**config.mk**
```make
export PLATFORM = sky130hd
export DESIGN_NAME = mac_dma_status
export DESIGN_NICKNAME = d
export VERILOG_FILES = /design/src/mac_dma_pkg.sv /design/src/mac_flag_bank.sv /design/src/mac_queue_pointer.sv /design/src/mac_dma_status.sv
export SDC_FILE = /design/constraint.sdc
export NUM_CORES = 1
export LEC_CHECK = 0
export ABC_AREA = 1
export BUFFER_PORTS_ARGS = -buffer_cell sky130_fd_sc_hd__buf_2
export CAP_MARGIN = 20
export CORE_MARGIN = 4
export CORE_UTILIZATION = 50
export DETAILED_ROUTE_END_ITERATION = 10
export PLACE_DENSITY = 0.79
export SLEW_MARGIN = 20
export SYNTH_ARGS = -nofsm -noshare
export SYNTH_HDL_FRONTEND = slang
export SYNTH_SLANG_ARGS = --single-unit
```
**constraint.sdc**
```tcl
create_clock -name clock_i -period 10.35 [get_ports clock_i]
set_input_delay 2.07 -clock clock_i [delete_from_list [all_inputs] [get_ports clock_i]]
set_output_delay 2.07 -clock clock_i [all_outputs]
set_load 0.03 [all_outputs]
```
**src/mac_dma_pkg.sv**
```systemverilog
// Package of register offsets, field positions and reset values for the MAC DMA status block.
package mac_dma_pkg;

  // ==========================================================================
  // Register byte offsets
  // ==========================================================================
  localparam logic [7:0] OFS_TRANSMIT_STATUS          = 8'h00;
  localparam logic [7:0] OFS_RECEIVE_QUEUE_POINTER    = 8'h04;
  localparam logic [7:0] OFS_TRANSMIT_QUEUE_POINTER   = 8'h08;
  localparam logic [7:0] OFS_RECEIVE_STATUS           = 8'h0C;
  localparam logic [7:0] OFS_INTERRUPT_STATUS         = 8'h10;
  localparam logic [7:0] OFS_INTERRUPT_ENABLE         = 8'h14;

  // ==========================================================================
  // Transmit status fields
  // ==========================================================================
  localparam int TS_OWNED     = 0;
  localparam int TS_COLLISION = 1;
  localparam int TS_RETRY     = 2;
  localparam int TS_ACTIVE    = 3;
  localparam int TS_EXHAUSTED = 4;
  localparam int TS_COMPLETE  = 5;
  localparam int TS_UNDERRUN  = 6;
  localparam int TS_WIDTH     = 7;

  // ==========================================================================
  // Receive status fields
  // ==========================================================================
  localparam int RS_NO_BUFFER = 0;
  localparam int RS_RECEIVED  = 1;
  localparam int RS_OVERRUN   = 2;
  localparam int RS_WIDTH     = 3;

  // ==========================================================================
  // Interrupt status fields
  // ==========================================================================
  localparam int IS_MGMT_DONE  = 0;
  localparam int IS_RX_DONE    = 1;
  localparam int IS_RX_OWNED   = 2;
  localparam int IS_TX_OWNED   = 3;
  localparam int IS_TX_UNDER   = 4;
  localparam int IS_RETRY      = 5;
  localparam int IS_TX_EXHAUST = 6;
  localparam int IS_TX_DONE    = 7;
  localparam int IS_WIDTH      = 8;

  // ==========================================================================
  // Queue pointers and reset values
  // ==========================================================================
  localparam int          QP_LOW_BITS   = 2;
  localparam int          QP_WRAP_COUNT = 1024;
  localparam logic [31:0] RESET_WORD    = 32'h0000_0000;

endpackage

```
**src/mac_flag_bank.sv**
```systemverilog
// Bank of sticky event flags with write-one-clear or clear-on-read release.
`timescale 1ns/1ns
`default_nettype none
module mac_flag_bank #(
  parameter int WIDTH = 8
) (
  // Clock and reset
  input  wire logic             clock_i,
  input  wire logic             rst_n_i,
  // Events and clears
  input  wire logic [WIDTH-1:0] set_i,
  input  wire logic [WIDTH-1:0] clear_i,
  // Flags
  output logic      [WIDTH-1:0] flags_o
);

  initial
  begin
    if (WIDTH < 1 || WIDTH > 32)
    begin
      $error("mac_flag_bank width out of range");
    end
  end

  // An event arriving with its clear keeps the flag set.
  genvar g;
  generate
    for (g = 0; g < WIDTH; g++)
    begin : gen_flag
      always_ff @(posedge clock_i or negedge rst_n_i)
      begin
        if (!rst_n_i)
        begin
          flags_o[g] <= 1'b0;
        end
        else
        begin
          flags_o[g] <= set_i[g] | (flags_o[g] & ~clear_i[g]);
        end
      end
    end
  endgenerate

endmodule
`default_nettype wire

```
**src/mac_queue_pointer.sv**
```systemverilog
// Descriptor queue pointer that loads a base, advances per buffer and wraps.
`timescale 1ns/1ns
`default_nettype none
module mac_queue_pointer #(
  parameter int WRAP_COUNT = mac_dma_pkg::QP_WRAP_COUNT
) (
  // Clock and reset
  input  wire logic        clock_i,
  input  wire logic        rst_n_i,
  // Control
  input  wire logic        load_i,
  input  wire logic [31:0] base_i,
  input  wire logic        advance_i,
  input  wire logic        wrap_i,
  input  wire logic        restart_i,
  // Pointer
  output logic      [31:0] pointer_o
);

  localparam int CW = $clog2(WRAP_COUNT);

  initial
  begin
    if (WRAP_COUNT < 2)
    begin
      $error("mac_queue_pointer wrap count too small");
    end
  end

  logic [31:0] base_reg;
  logic [CW-1:0] count_reg;

  // Each descriptor is two words, so the pointer steps by eight bytes.
  always_ff @(posedge clock_i or negedge rst_n_i)
  begin
    if (!rst_n_i)
    begin
      base_reg  <= mac_dma_pkg::RESET_WORD;
      pointer_o <= mac_dma_pkg::RESET_WORD;
      count_reg <= '0;
    end
    else if (load_i)
    begin
      base_reg  <= {base_i[31:mac_dma_pkg::QP_LOW_BITS], 2'h0};
      pointer_o <= {base_i[31:mac_dma_pkg::QP_LOW_BITS], 2'h0};
      count_reg <= '0;
    end
    else if (restart_i || (advance_i && (wrap_i || count_reg == CW'(WRAP_COUNT - 1))))
    begin
      pointer_o <= base_reg;
      count_reg <= '0;
    end
    else if (advance_i)
    begin
      pointer_o <= pointer_o + 32'h0000_0008;
      count_reg <= count_reg + CW'(1);
    end
  end

endmodule
`default_nettype wire

```
**src/mac_dma_status.sv**
```systemverilog
// Top of the MAC DMA status flags and descriptor queue pointers with an AHB-Lite slave.
//
// Functional notes
// - Transmit status flags cleared by writing one
// - Owned transmit descriptor sets flag and interrupt
// - Collision input sets sticky collision flag
// - Retry exhaustion sets sticky retry flag
// - Bit three shows live transmit activity
// - Exhausted buffers: stop, bad check, error
// - Completed frame sets sticky complete flag
// - Late fetch sets underrun, forces bad check
// - Receive pointer loads, advances and wraps
// - Receive pointer reads current descriptor address
// - Transmit pointer loads, advances and wraps
// - Transmit pointer writable only when idle
// - Transmit pointer reads current descriptor address
// - Receive status flags cleared by writing one
// - Owned receive descriptor sets no-buffer flag
// - Stored frame sets frame-received flag
// - Receive store failure sets overrun flag
// - Management done flag, cleared on read
// - Receive done flag, cleared on read
// - Owned receive descriptor flag, cleared on read
// - Underrun or pointer write, cleared on read
// - Exhausted buffers flag, cleared on read
// - Enable bits gate flags onto interrupt output
`timescale 1ns/1ns
`default_nettype none
module mac_dma_status (
  // Clock and reset
  input  wire logic        clock_i,
  input  wire logic        rst_n_i,
  // AHB-Lite slave
  input  wire logic        hsel_i,
  input  wire logic [7:0]  haddr_i,
  input  wire logic [1:0]  htrans_i,
  input  wire logic        hwrite_i,
  input  wire logic [2:0]  hsize_i,
  input  wire logic [31:0] hwdata_i,
  input  wire logic        hready_i,
  output logic      [31:0] hrdata_o,
  output logic             hreadyout_o,
  output logic             hresp_o,
  // Transmit engine events
  input  wire logic        tx_owned_descriptor_i,
  input  wire logic        collision_i,
  input  wire logic        retry_exhausted_i,
  input  wire logic        transmit_active_i,
  input  wire logic        tx_buffers_out_i,
  input  wire logic        tx_frame_done_i,
  input  wire logic        tx_fetch_late_i,
  input  wire logic        tx_buffer_used_i,
  input  wire logic        tx_descriptor_wrap_i,
  input  wire logic        tx_restart_i,
  // Receive engine events
  input  wire logic        rx_owned_descriptor_i,
  input  wire logic        rx_frame_stored_i,
  input  wire logic        rx_store_failed_i,
  input  wire logic        rx_buffer_used_i,
  input  wire logic        rx_descriptor_wrap_i,
  input  wire logic        management_done_i,
  // Transmit control outputs
  output logic             tx_stop_o,
  output logic             tx_bad_fcs_o,
  output logic             tx_error_o,
  // Pointers and interrupt
  output logic      [31:0] rx_pointer_o,
  output logic      [31:0] tx_pointer_o,
  output logic             irq_o
);

  // ==========================================================================
  // Reset release and input synchronisers
  // ==========================================================================
  logic [1:0] rst_sync_reg;
  logic       rst_n;
  // The collision pin comes from the PHY and is synchronised before use.
  logic [1:0] col_sync_reg;

  always_ff @(posedge clock_i or negedge rst_n_i)
  begin
    if (!rst_n_i)
    begin
      rst_sync_reg <= 2'h0;
      col_sync_reg <= 2'h0;
    end
    else
    begin
      rst_sync_reg <= {rst_sync_reg[0], 1'b1};
      col_sync_reg <= {col_sync_reg[0], collision_i};
    end
  end

  assign rst_n = rst_sync_reg[1];

  // ==========================================================================
  // Block state
  // ==========================================================================
  typedef struct packed {
    logic        data_phase;
    logic        write;
    logic [7:0]  addr;
    logic [31:0] rdata;
    logic [mac_dma_pkg::IS_WIDTH-1:0] enable;
    logic        col_prev;
    logic        tx_stop;
    logic        tx_bad_fcs;
    logic        tx_error;
    logic        irq;
  } state_s;

  state_s state_reg;
  state_s state_next;

  logic [mac_dma_pkg::TS_WIDTH-1:0] ts_flags;
  logic [mac_dma_pkg::RS_WIDTH-1:0] rs_flags;
  logic [mac_dma_pkg::IS_WIDTH-1:0] is_flags;
  logic [mac_dma_pkg::TS_WIDTH-1:0] ts_set;
  logic [mac_dma_pkg::TS_WIDTH-1:0] ts_clear;
  logic [mac_dma_pkg::RS_WIDTH-1:0] rs_set;
  logic [mac_dma_pkg::RS_WIDTH-1:0] rs_clear;
  logic [mac_dma_pkg::IS_WIDTH-1:0] is_set;
  logic [mac_dma_pkg::IS_WIDTH-1:0] is_clear;
  logic        wr_data;
  logic        rd_taken;
  logic        tqp_load;
  logic        rqp_load;
  logic        col_rise;
  logic [31:0] rd_word;

  // ==========================================================================
  // Bus decode
  // ==========================================================================
  assign wr_data  = state_reg.data_phase && state_reg.write;
  assign rd_taken = hsel_i && hready_i && htrans_i[1] && !hwrite_i;
  assign col_rise = col_sync_reg[1] && !state_reg.col_prev;

  assign tqp_load = wr_data && state_reg.addr == mac_dma_pkg::OFS_TRANSMIT_QUEUE_POINTER && !transmit_active_i;
  assign rqp_load = wr_data && state_reg.addr == mac_dma_pkg::OFS_RECEIVE_QUEUE_POINTER;

  // ==========================================================================
  // Flag sources
  // ==========================================================================
  always_comb
  begin
    ts_set = '0;
    ts_set[mac_dma_pkg::TS_OWNED]     = tx_owned_descriptor_i;
    ts_set[mac_dma_pkg::TS_COLLISION] = col_rise;
    ts_set[mac_dma_pkg::TS_RETRY]     = retry_exhausted_i;
    ts_set[mac_dma_pkg::TS_EXHAUSTED] = tx_buffers_out_i;
    ts_set[mac_dma_pkg::TS_COMPLETE]  = tx_frame_done_i;
    ts_set[mac_dma_pkg::TS_UNDERRUN]  = tx_fetch_late_i;
    ts_clear = '0;
    if (wr_data && state_reg.addr == mac_dma_pkg::OFS_TRANSMIT_STATUS)
    begin
      ts_clear = hwdata_i[mac_dma_pkg::TS_WIDTH-1:0];
    end
    ts_clear[mac_dma_pkg::TS_ACTIVE] = 1'b0;

    rs_set = '0;
    rs_set[mac_dma_pkg::RS_NO_BUFFER] = rx_owned_descriptor_i;
    rs_set[mac_dma_pkg::RS_RECEIVED]  = rx_frame_stored_i;
    rs_set[mac_dma_pkg::RS_OVERRUN]   = rx_store_failed_i;
    rs_clear = '0;
    if (wr_data && state_reg.addr == mac_dma_pkg::OFS_RECEIVE_STATUS)
    begin
      rs_clear = hwdata_i[mac_dma_pkg::RS_WIDTH-1:0];
    end

    is_set = '0;
    is_set[mac_dma_pkg::IS_MGMT_DONE]  = management_done_i;
    is_set[mac_dma_pkg::IS_RX_DONE]    = rx_frame_stored_i;
    is_set[mac_dma_pkg::IS_RX_OWNED]   = rx_owned_descriptor_i;
    is_set[mac_dma_pkg::IS_TX_OWNED]   = tx_owned_descriptor_i;
    is_set[mac_dma_pkg::IS_TX_UNDER]   = tx_fetch_late_i || tqp_load;
    is_set[mac_dma_pkg::IS_RETRY]      = retry_exhausted_i;
    is_set[mac_dma_pkg::IS_TX_EXHAUST] = tx_buffers_out_i;
    is_set[mac_dma_pkg::IS_TX_DONE]    = tx_frame_done_i;
    is_clear = '0;
    if (rd_taken && haddr_i == mac_dma_pkg::OFS_INTERRUPT_STATUS)
    begin
      is_clear = '1;
    end
  end

  mac_flag_bank #(
    .WIDTH (mac_dma_pkg::TS_WIDTH)
  ) u_tx_flags (
    .clock_i (clock_i),
    .rst_n_i (rst_n),
    .set_i   (ts_set),
    .clear_i (ts_clear),
    .flags_o (ts_flags)
  );

  mac_flag_bank #(
    .WIDTH (mac_dma_pkg::RS_WIDTH)
  ) u_rx_flags (
    .clock_i (clock_i),
    .rst_n_i (rst_n),
    .set_i   (rs_set),
    .clear_i (rs_clear),
    .flags_o (rs_flags)
  );

  mac_flag_bank #(
    .WIDTH (mac_dma_pkg::IS_WIDTH)
  ) u_irq_flags (
    .clock_i (clock_i),
    .rst_n_i (rst_n),
    .set_i   (is_set),
    .clear_i (is_clear),
    .flags_o (is_flags)
  );

  // ==========================================================================
  // Queue pointers
  // ==========================================================================
  // Transmit pointer advance
  mac_queue_pointer u_tx_queue (
    .clock_i   (clock_i),
    .rst_n_i   (rst_n),
    .load_i    (tqp_load),
    .base_i    (hwdata_i),
    .advance_i (tx_buffer_used_i),
    .wrap_i    (tx_descriptor_wrap_i),
    .restart_i (tx_restart_i),
    .pointer_o (tx_pointer_o)
  );

  mac_queue_pointer u_rx_queue (
    .clock_i   (clock_i),
    .rst_n_i   (rst_n),
    .load_i    (rqp_load),
    .base_i    (hwdata_i),
    .advance_i (rx_buffer_used_i),
    .wrap_i    (rx_descriptor_wrap_i),
    .restart_i (1'b0),
    .pointer_o (rx_pointer_o)
  );

  // ==========================================================================
  // Read mux and next state
  // ==========================================================================
  always_comb
  begin
    rd_word = mac_dma_pkg::RESET_WORD;
    case (haddr_i)
      mac_dma_pkg::OFS_TRANSMIT_STATUS:
      begin
        rd_word[mac_dma_pkg::TS_WIDTH-1:0] = ts_flags;
        rd_word[mac_dma_pkg::TS_ACTIVE] = transmit_active_i;
      end
      mac_dma_pkg::OFS_RECEIVE_QUEUE_POINTER:  rd_word = rx_pointer_o;
      mac_dma_pkg::OFS_TRANSMIT_QUEUE_POINTER: rd_word = tx_pointer_o;
      mac_dma_pkg::OFS_RECEIVE_STATUS:         rd_word[mac_dma_pkg::RS_WIDTH-1:0] = rs_flags;
      mac_dma_pkg::OFS_INTERRUPT_STATUS:       rd_word[mac_dma_pkg::IS_WIDTH-1:0] = is_flags;
      mac_dma_pkg::OFS_INTERRUPT_ENABLE:       rd_word[mac_dma_pkg::IS_WIDTH-1:0] = state_reg.enable;
      default:                                 rd_word = mac_dma_pkg::RESET_WORD;
    endcase
  end

  always_comb
  begin
    state_next = state_reg;
    if (hready_i)
    begin
      state_next.data_phase = hsel_i && htrans_i[1];
      state_next.write      = hwrite_i;
      state_next.addr       = haddr_i;
    end
    if (rd_taken)
    begin
      state_next.rdata = rd_word;
    end
    if (wr_data && state_reg.addr == mac_dma_pkg::OFS_INTERRUPT_ENABLE)
    begin
      state_next.enable = hwdata_i[mac_dma_pkg::IS_WIDTH-1:0];
    end
    state_next.col_prev = col_sync_reg[1];
    // Stop with bad check and error line
    state_next.tx_stop    = tx_buffers_out_i;
    state_next.tx_error   = tx_buffers_out_i;
    state_next.tx_bad_fcs = tx_buffers_out_i || tx_fetch_late_i;
    state_next.irq        = |(is_flags & state_reg.enable);
  end

  always_ff @(posedge clock_i or negedge rst_n)
  begin
    if (!rst_n)
    begin
      state_reg <= '0;
    end
    else
    begin
      state_reg <= state_next;
    end
  end

  assign hrdata_o     = state_reg.rdata;
  assign hreadyout_o  = 1'b1;
  assign hresp_o      = 1'b0;
  assign tx_stop_o    = state_reg.tx_stop;
  assign tx_bad_fcs_o = state_reg.tx_bad_fcs;
  assign tx_error_o   = state_reg.tx_error;
  assign irq_o        = state_reg.irq;

  // ==========================================================================
  // Checks
  // ==========================================================================
  chk_tx_complete_sticky: assert property (@(posedge clock_i) disable iff (!rst_n)
    tx_frame_done_i |=> ts_flags[mac_dma_pkg::TS_COMPLETE]) else $error("complete flag not set");
  chk_tx_write_no_set: assert property (@(posedge clock_i) disable iff (!rst_n)
    !ts_flags[mac_dma_pkg::TS_UNDERRUN] && !tx_fetch_late_i |=> !ts_flags[mac_dma_pkg::TS_UNDERRUN])
    else $error("underrun flag set without event");
  chk_rx_write_no_set: assert property (@(posedge clock_i) disable iff (!rst_n)
    !rs_flags[mac_dma_pkg::RS_OVERRUN] && !rx_store_failed_i |=> !rs_flags[mac_dma_pkg::RS_OVERRUN])
    else $error("overrun flag set without event");
  chk_rx_owned_both: assert property (@(posedge clock_i) disable iff (!rst_n)
    rx_owned_descriptor_i |=> rs_flags[mac_dma_pkg::RS_NO_BUFFER] && is_flags[mac_dma_pkg::IS_RX_OWNED])
    else $error("owned receive descriptor not flagged");
  chk_isr_read_clears: assert property (@(posedge clock_i) disable iff (!rst_n)
    rd_taken && haddr_i == mac_dma_pkg::OFS_INTERRUPT_STATUS && !rx_frame_stored_i
    |=> !is_flags[mac_dma_pkg::IS_RX_DONE]) else $error("read did not clear receive done");
  chk_tqp_busy_hold: assert property (@(posedge clock_i) disable iff (!rst_n)
    wr_data && transmit_active_i && !tx_buffer_used_i && !tx_restart_i |=> $stable(tx_pointer_o))
    else $error("pointer loaded while active");
  chk_tqp_write_irq: assert property (@(posedge clock_i) disable iff (!rst_n)
    tqp_load |=> is_flags[mac_dma_pkg::IS_TX_UNDER]) else $error("pointer write not flagged");
  chk_exhaust_outputs: assert property (@(posedge clock_i) disable iff (!rst_n)
    tx_buffers_out_i |=> tx_stop_o && tx_error_o && tx_bad_fcs_o) else $error("exhaustion outputs missing");
  chk_pointer_align: assert property (@(posedge clock_i) disable iff (!rst_n)
    tx_pointer_o[1:0] == 2'h0 && rx_pointer_o[1:0] == 2'h0) else $error("pointer low bits not zero");
  chk_irq_gating: assert property (@(posedge clock_i) disable iff (!rst_n)
    (is_flags & state_reg.enable) == '0 |=> !irq_o) else $error("interrupt without enabled flag");

endmodule
`default_nettype wire

```
==> metrics.yaml <==
timing:
  period_needed_ns: 4.187
  setup_tns_ns: 0
  fmax_mhz: 238.8
  rsz0062_at_grt: "no"
  slew_viol_final: 0
  slew_headroom_pct: 35.97
  holdWs_ns: 0.3498
  setup_violations: 0
  period_share_pct: 40.45
  finClkSkew_ns: 0.01270
  hold_viol: 0
  tightest_slew_ns: 0.9604
synth:
  synth-seq-cells: 215
  synth_flop_cell: "dfrtp_1"
  netlist_area_um2: 12040
  synth_top_area_share_pct: 44.70
  synth.most_common_cell: "nand2_1"
  synth_cells: 1643
  ys_top_cells_by_count: "nand2_1 (487), nor2_1 (223), dfrtp_1 (215), inv_1 (176), o21ai_0 (87)"
  yosys_warnings: 0
  synth_seq_area_share_pct: 44.70
  yosys-top-cells-area: "dfrtp_1 (45%), nand2_1 (15%), nor2_1 (7.0%)"
  yosysTopAreaCell: "dfrtp_1"
  synth_edf_count: 0
  async_flop_share_pct: 100.0
  synth_cell_types: 46
  avgSynthCellArea_um2: 7.326
layout:
  largest_reg_flops: 32
  final_layout_size_suffix_gt1_share_pct: 14.29
  fillers: 2219
  nets: 1810
  area_growth_pct: 11.83
  seqCellArea_um2: 5384
  postLayoutCellArea_um2: 13460
  multi_input_area_um2: 5326
worst_setup_path:
  max_stage_delay_ns: 0.66
  crit_slowest_cell: "inv_1"
  cp_max_fo: 37
  crit_chain: "buf_2 -> nand3_1 -> nor2_4 -> inv_1 -> nor2_1 -> inv_2 -> a21o_1"
  start_kind: "primary input"
  worstPathRequired_ns: 10.77
  crit_arrival_ns: 4.61
  cp-end-kind: "flop"
  crit_type: "primary input to flop"
floorplanning:
  fp.dieH_um: 163.2
  row_count: 56
  die_w_um: 163.2
  die-area_um2: 26620
  start_util_pct: 51.13
  core_area_um2: 23540
  ios: 168
pwr:
  power.total_mw: 2.295
  p_per_area_nw_per_um2: 170.5
  leakage_nw: 7.084
  vdd_drop_max_mv: 0.08748
detailed_routing:
  highest_layer: "met4"
  viasPerCell: 5.293
  met2WireLength_um: 15110
  drc_errors: 0
  wirelength_um: 34280
  met1_length_um: 14750
  drtAntennaViolNets: 0
  wl_met3_um: 3224
  drt_iter0_drc: 1274
  wl_per_cell_um: 16.50
  dr.pass1.iters: 5
  num_vias: 10993
global_routing:
  grt_pass1_wl_um: 55050
  grt-ovfl-total: 0
  antenna_found_initial: 1
  grt_max_degree: 83
  grt_usage_pct: 25.71
  grt_pass1_vias: 10419
clocking:
  cts-root-buf: "clkbuf_16"
  post_cts_buffers: 0
  clockBufferDepth: 3
  htreeDepth: 1
  cts_buffers: 25
  clock_latency_ns: 0.54
  tritoncts: "yes"
  cts_resized: 0
  cts.sinks: 215
  clkSlewWorstSetupHoldPaths_ns: 0.06
  cts_hold_buf: 0
placed_design:
  port_buffers: 157
  placed_cell_area_um2: 12620
  gp_congestion: 0.9506
  dp_hpwl_um: 25060
run:
  maxCapViolations: 0
outcome:
  outcome: "complete, no violations"
hold_path:
  hp-class: "flop to flop"
[path summary, 6_finish.rpt]
check	start	endpoint	slack, ns	cells past startpoint
setup / recovery	hready_i	u_irq_flags.flags_o[0]	6.16	7
hold reg to reg	rst_sync_reg[0]	rst_sync_reg[1]	0.35	0
hold / removal	rst_sync_reg[0]	rst_sync_reg[1]	0.35	0
min in group asynchronous	rst_sync_reg[1]	tx_error_o	0.38	0
setup reg to reg	state_reg[54]	u_tx_queue.count_reg[3]	7.52	9
max in group asynchronous	rst_sync_reg[1]	u_rx_queue.base_reg[31]	8.77	1
[per-layer routing]
layer  vias up  GRT usage (%)
met4         0          8.730
li1       5319              -
met2       456          39.58
met3        79          4.365
met1      5139          37.06
met5         -              0
[area by class of cell]
class	count	area share, %
clock inverters	6	0.6414
inverters	187	5.270
repair buffers	159	6.005
multi-input cells	1152	39.57
well taps	319	2.965
diodes	1	0.01859
flip-flops and latches	215	40.00
clock buffers	38	5.531
[metrics by stage]
stage | util, % | instances | worst slack, ns
after floorplan | - | 1648 | 3.975
after global placement | 53.60 | 2032 | 5.703
after detailed placement | 53.60 | 2032 | 5.647
after CTS | 57.13 | 2076 | 6.206
after global routing | 57.17 | 2077 | 5.892
final | 57.17 | 2077 | 6.163
[power by group]
part | internal [mW] | total (mW) | switching, mW
Clock | 0.543 | 0.893 | 0.351
Sequential | 0.901 | 0.983 | 0.0817
Combinational | 0.122 | 0.419 | 0.297
[worst max-delay path: cells and delay by family]
family | cells | cell delay [ns]
AOI/OAI and AO/OA | 1 | 0.17
buffers and inverters | 3 | 1.06
and+or+nand+nor | 3 | 1.29
[layout by cell type, fill, tap and decap left out, drive strengths merged, types with 2 or more instances in the layout]
master and instances:
a21oi 78, a31oi 3, and2 2, buf 159, bufinv 2, clkbuf 38
clkinv 3, conb 7, dfrtp 215, ha 4, inv 187, nand2 500
nand3 78, nand3b 6, nand4 23, nor2 239, nor3 16, o211ai 4
o21a 3, o21ai 111, o22ai 22, or2 12, xnor2 7, xor2 30
[kinds of logic after synthesis]
kind of cell | Yosys count | share of synthesized area [%]
compound gates | 226 | 9.969
xor+xnor | 37 | 2.692
fa+ha+maj | 4 | 0.4158
buf+inv | 281 | 11.21
flops | 215 | 44.70
mux | 1 | 0.09355
other cells | 2 | 0.06239
simple gates | 877 | 30.86
Power figures use the tool's default switching activity.
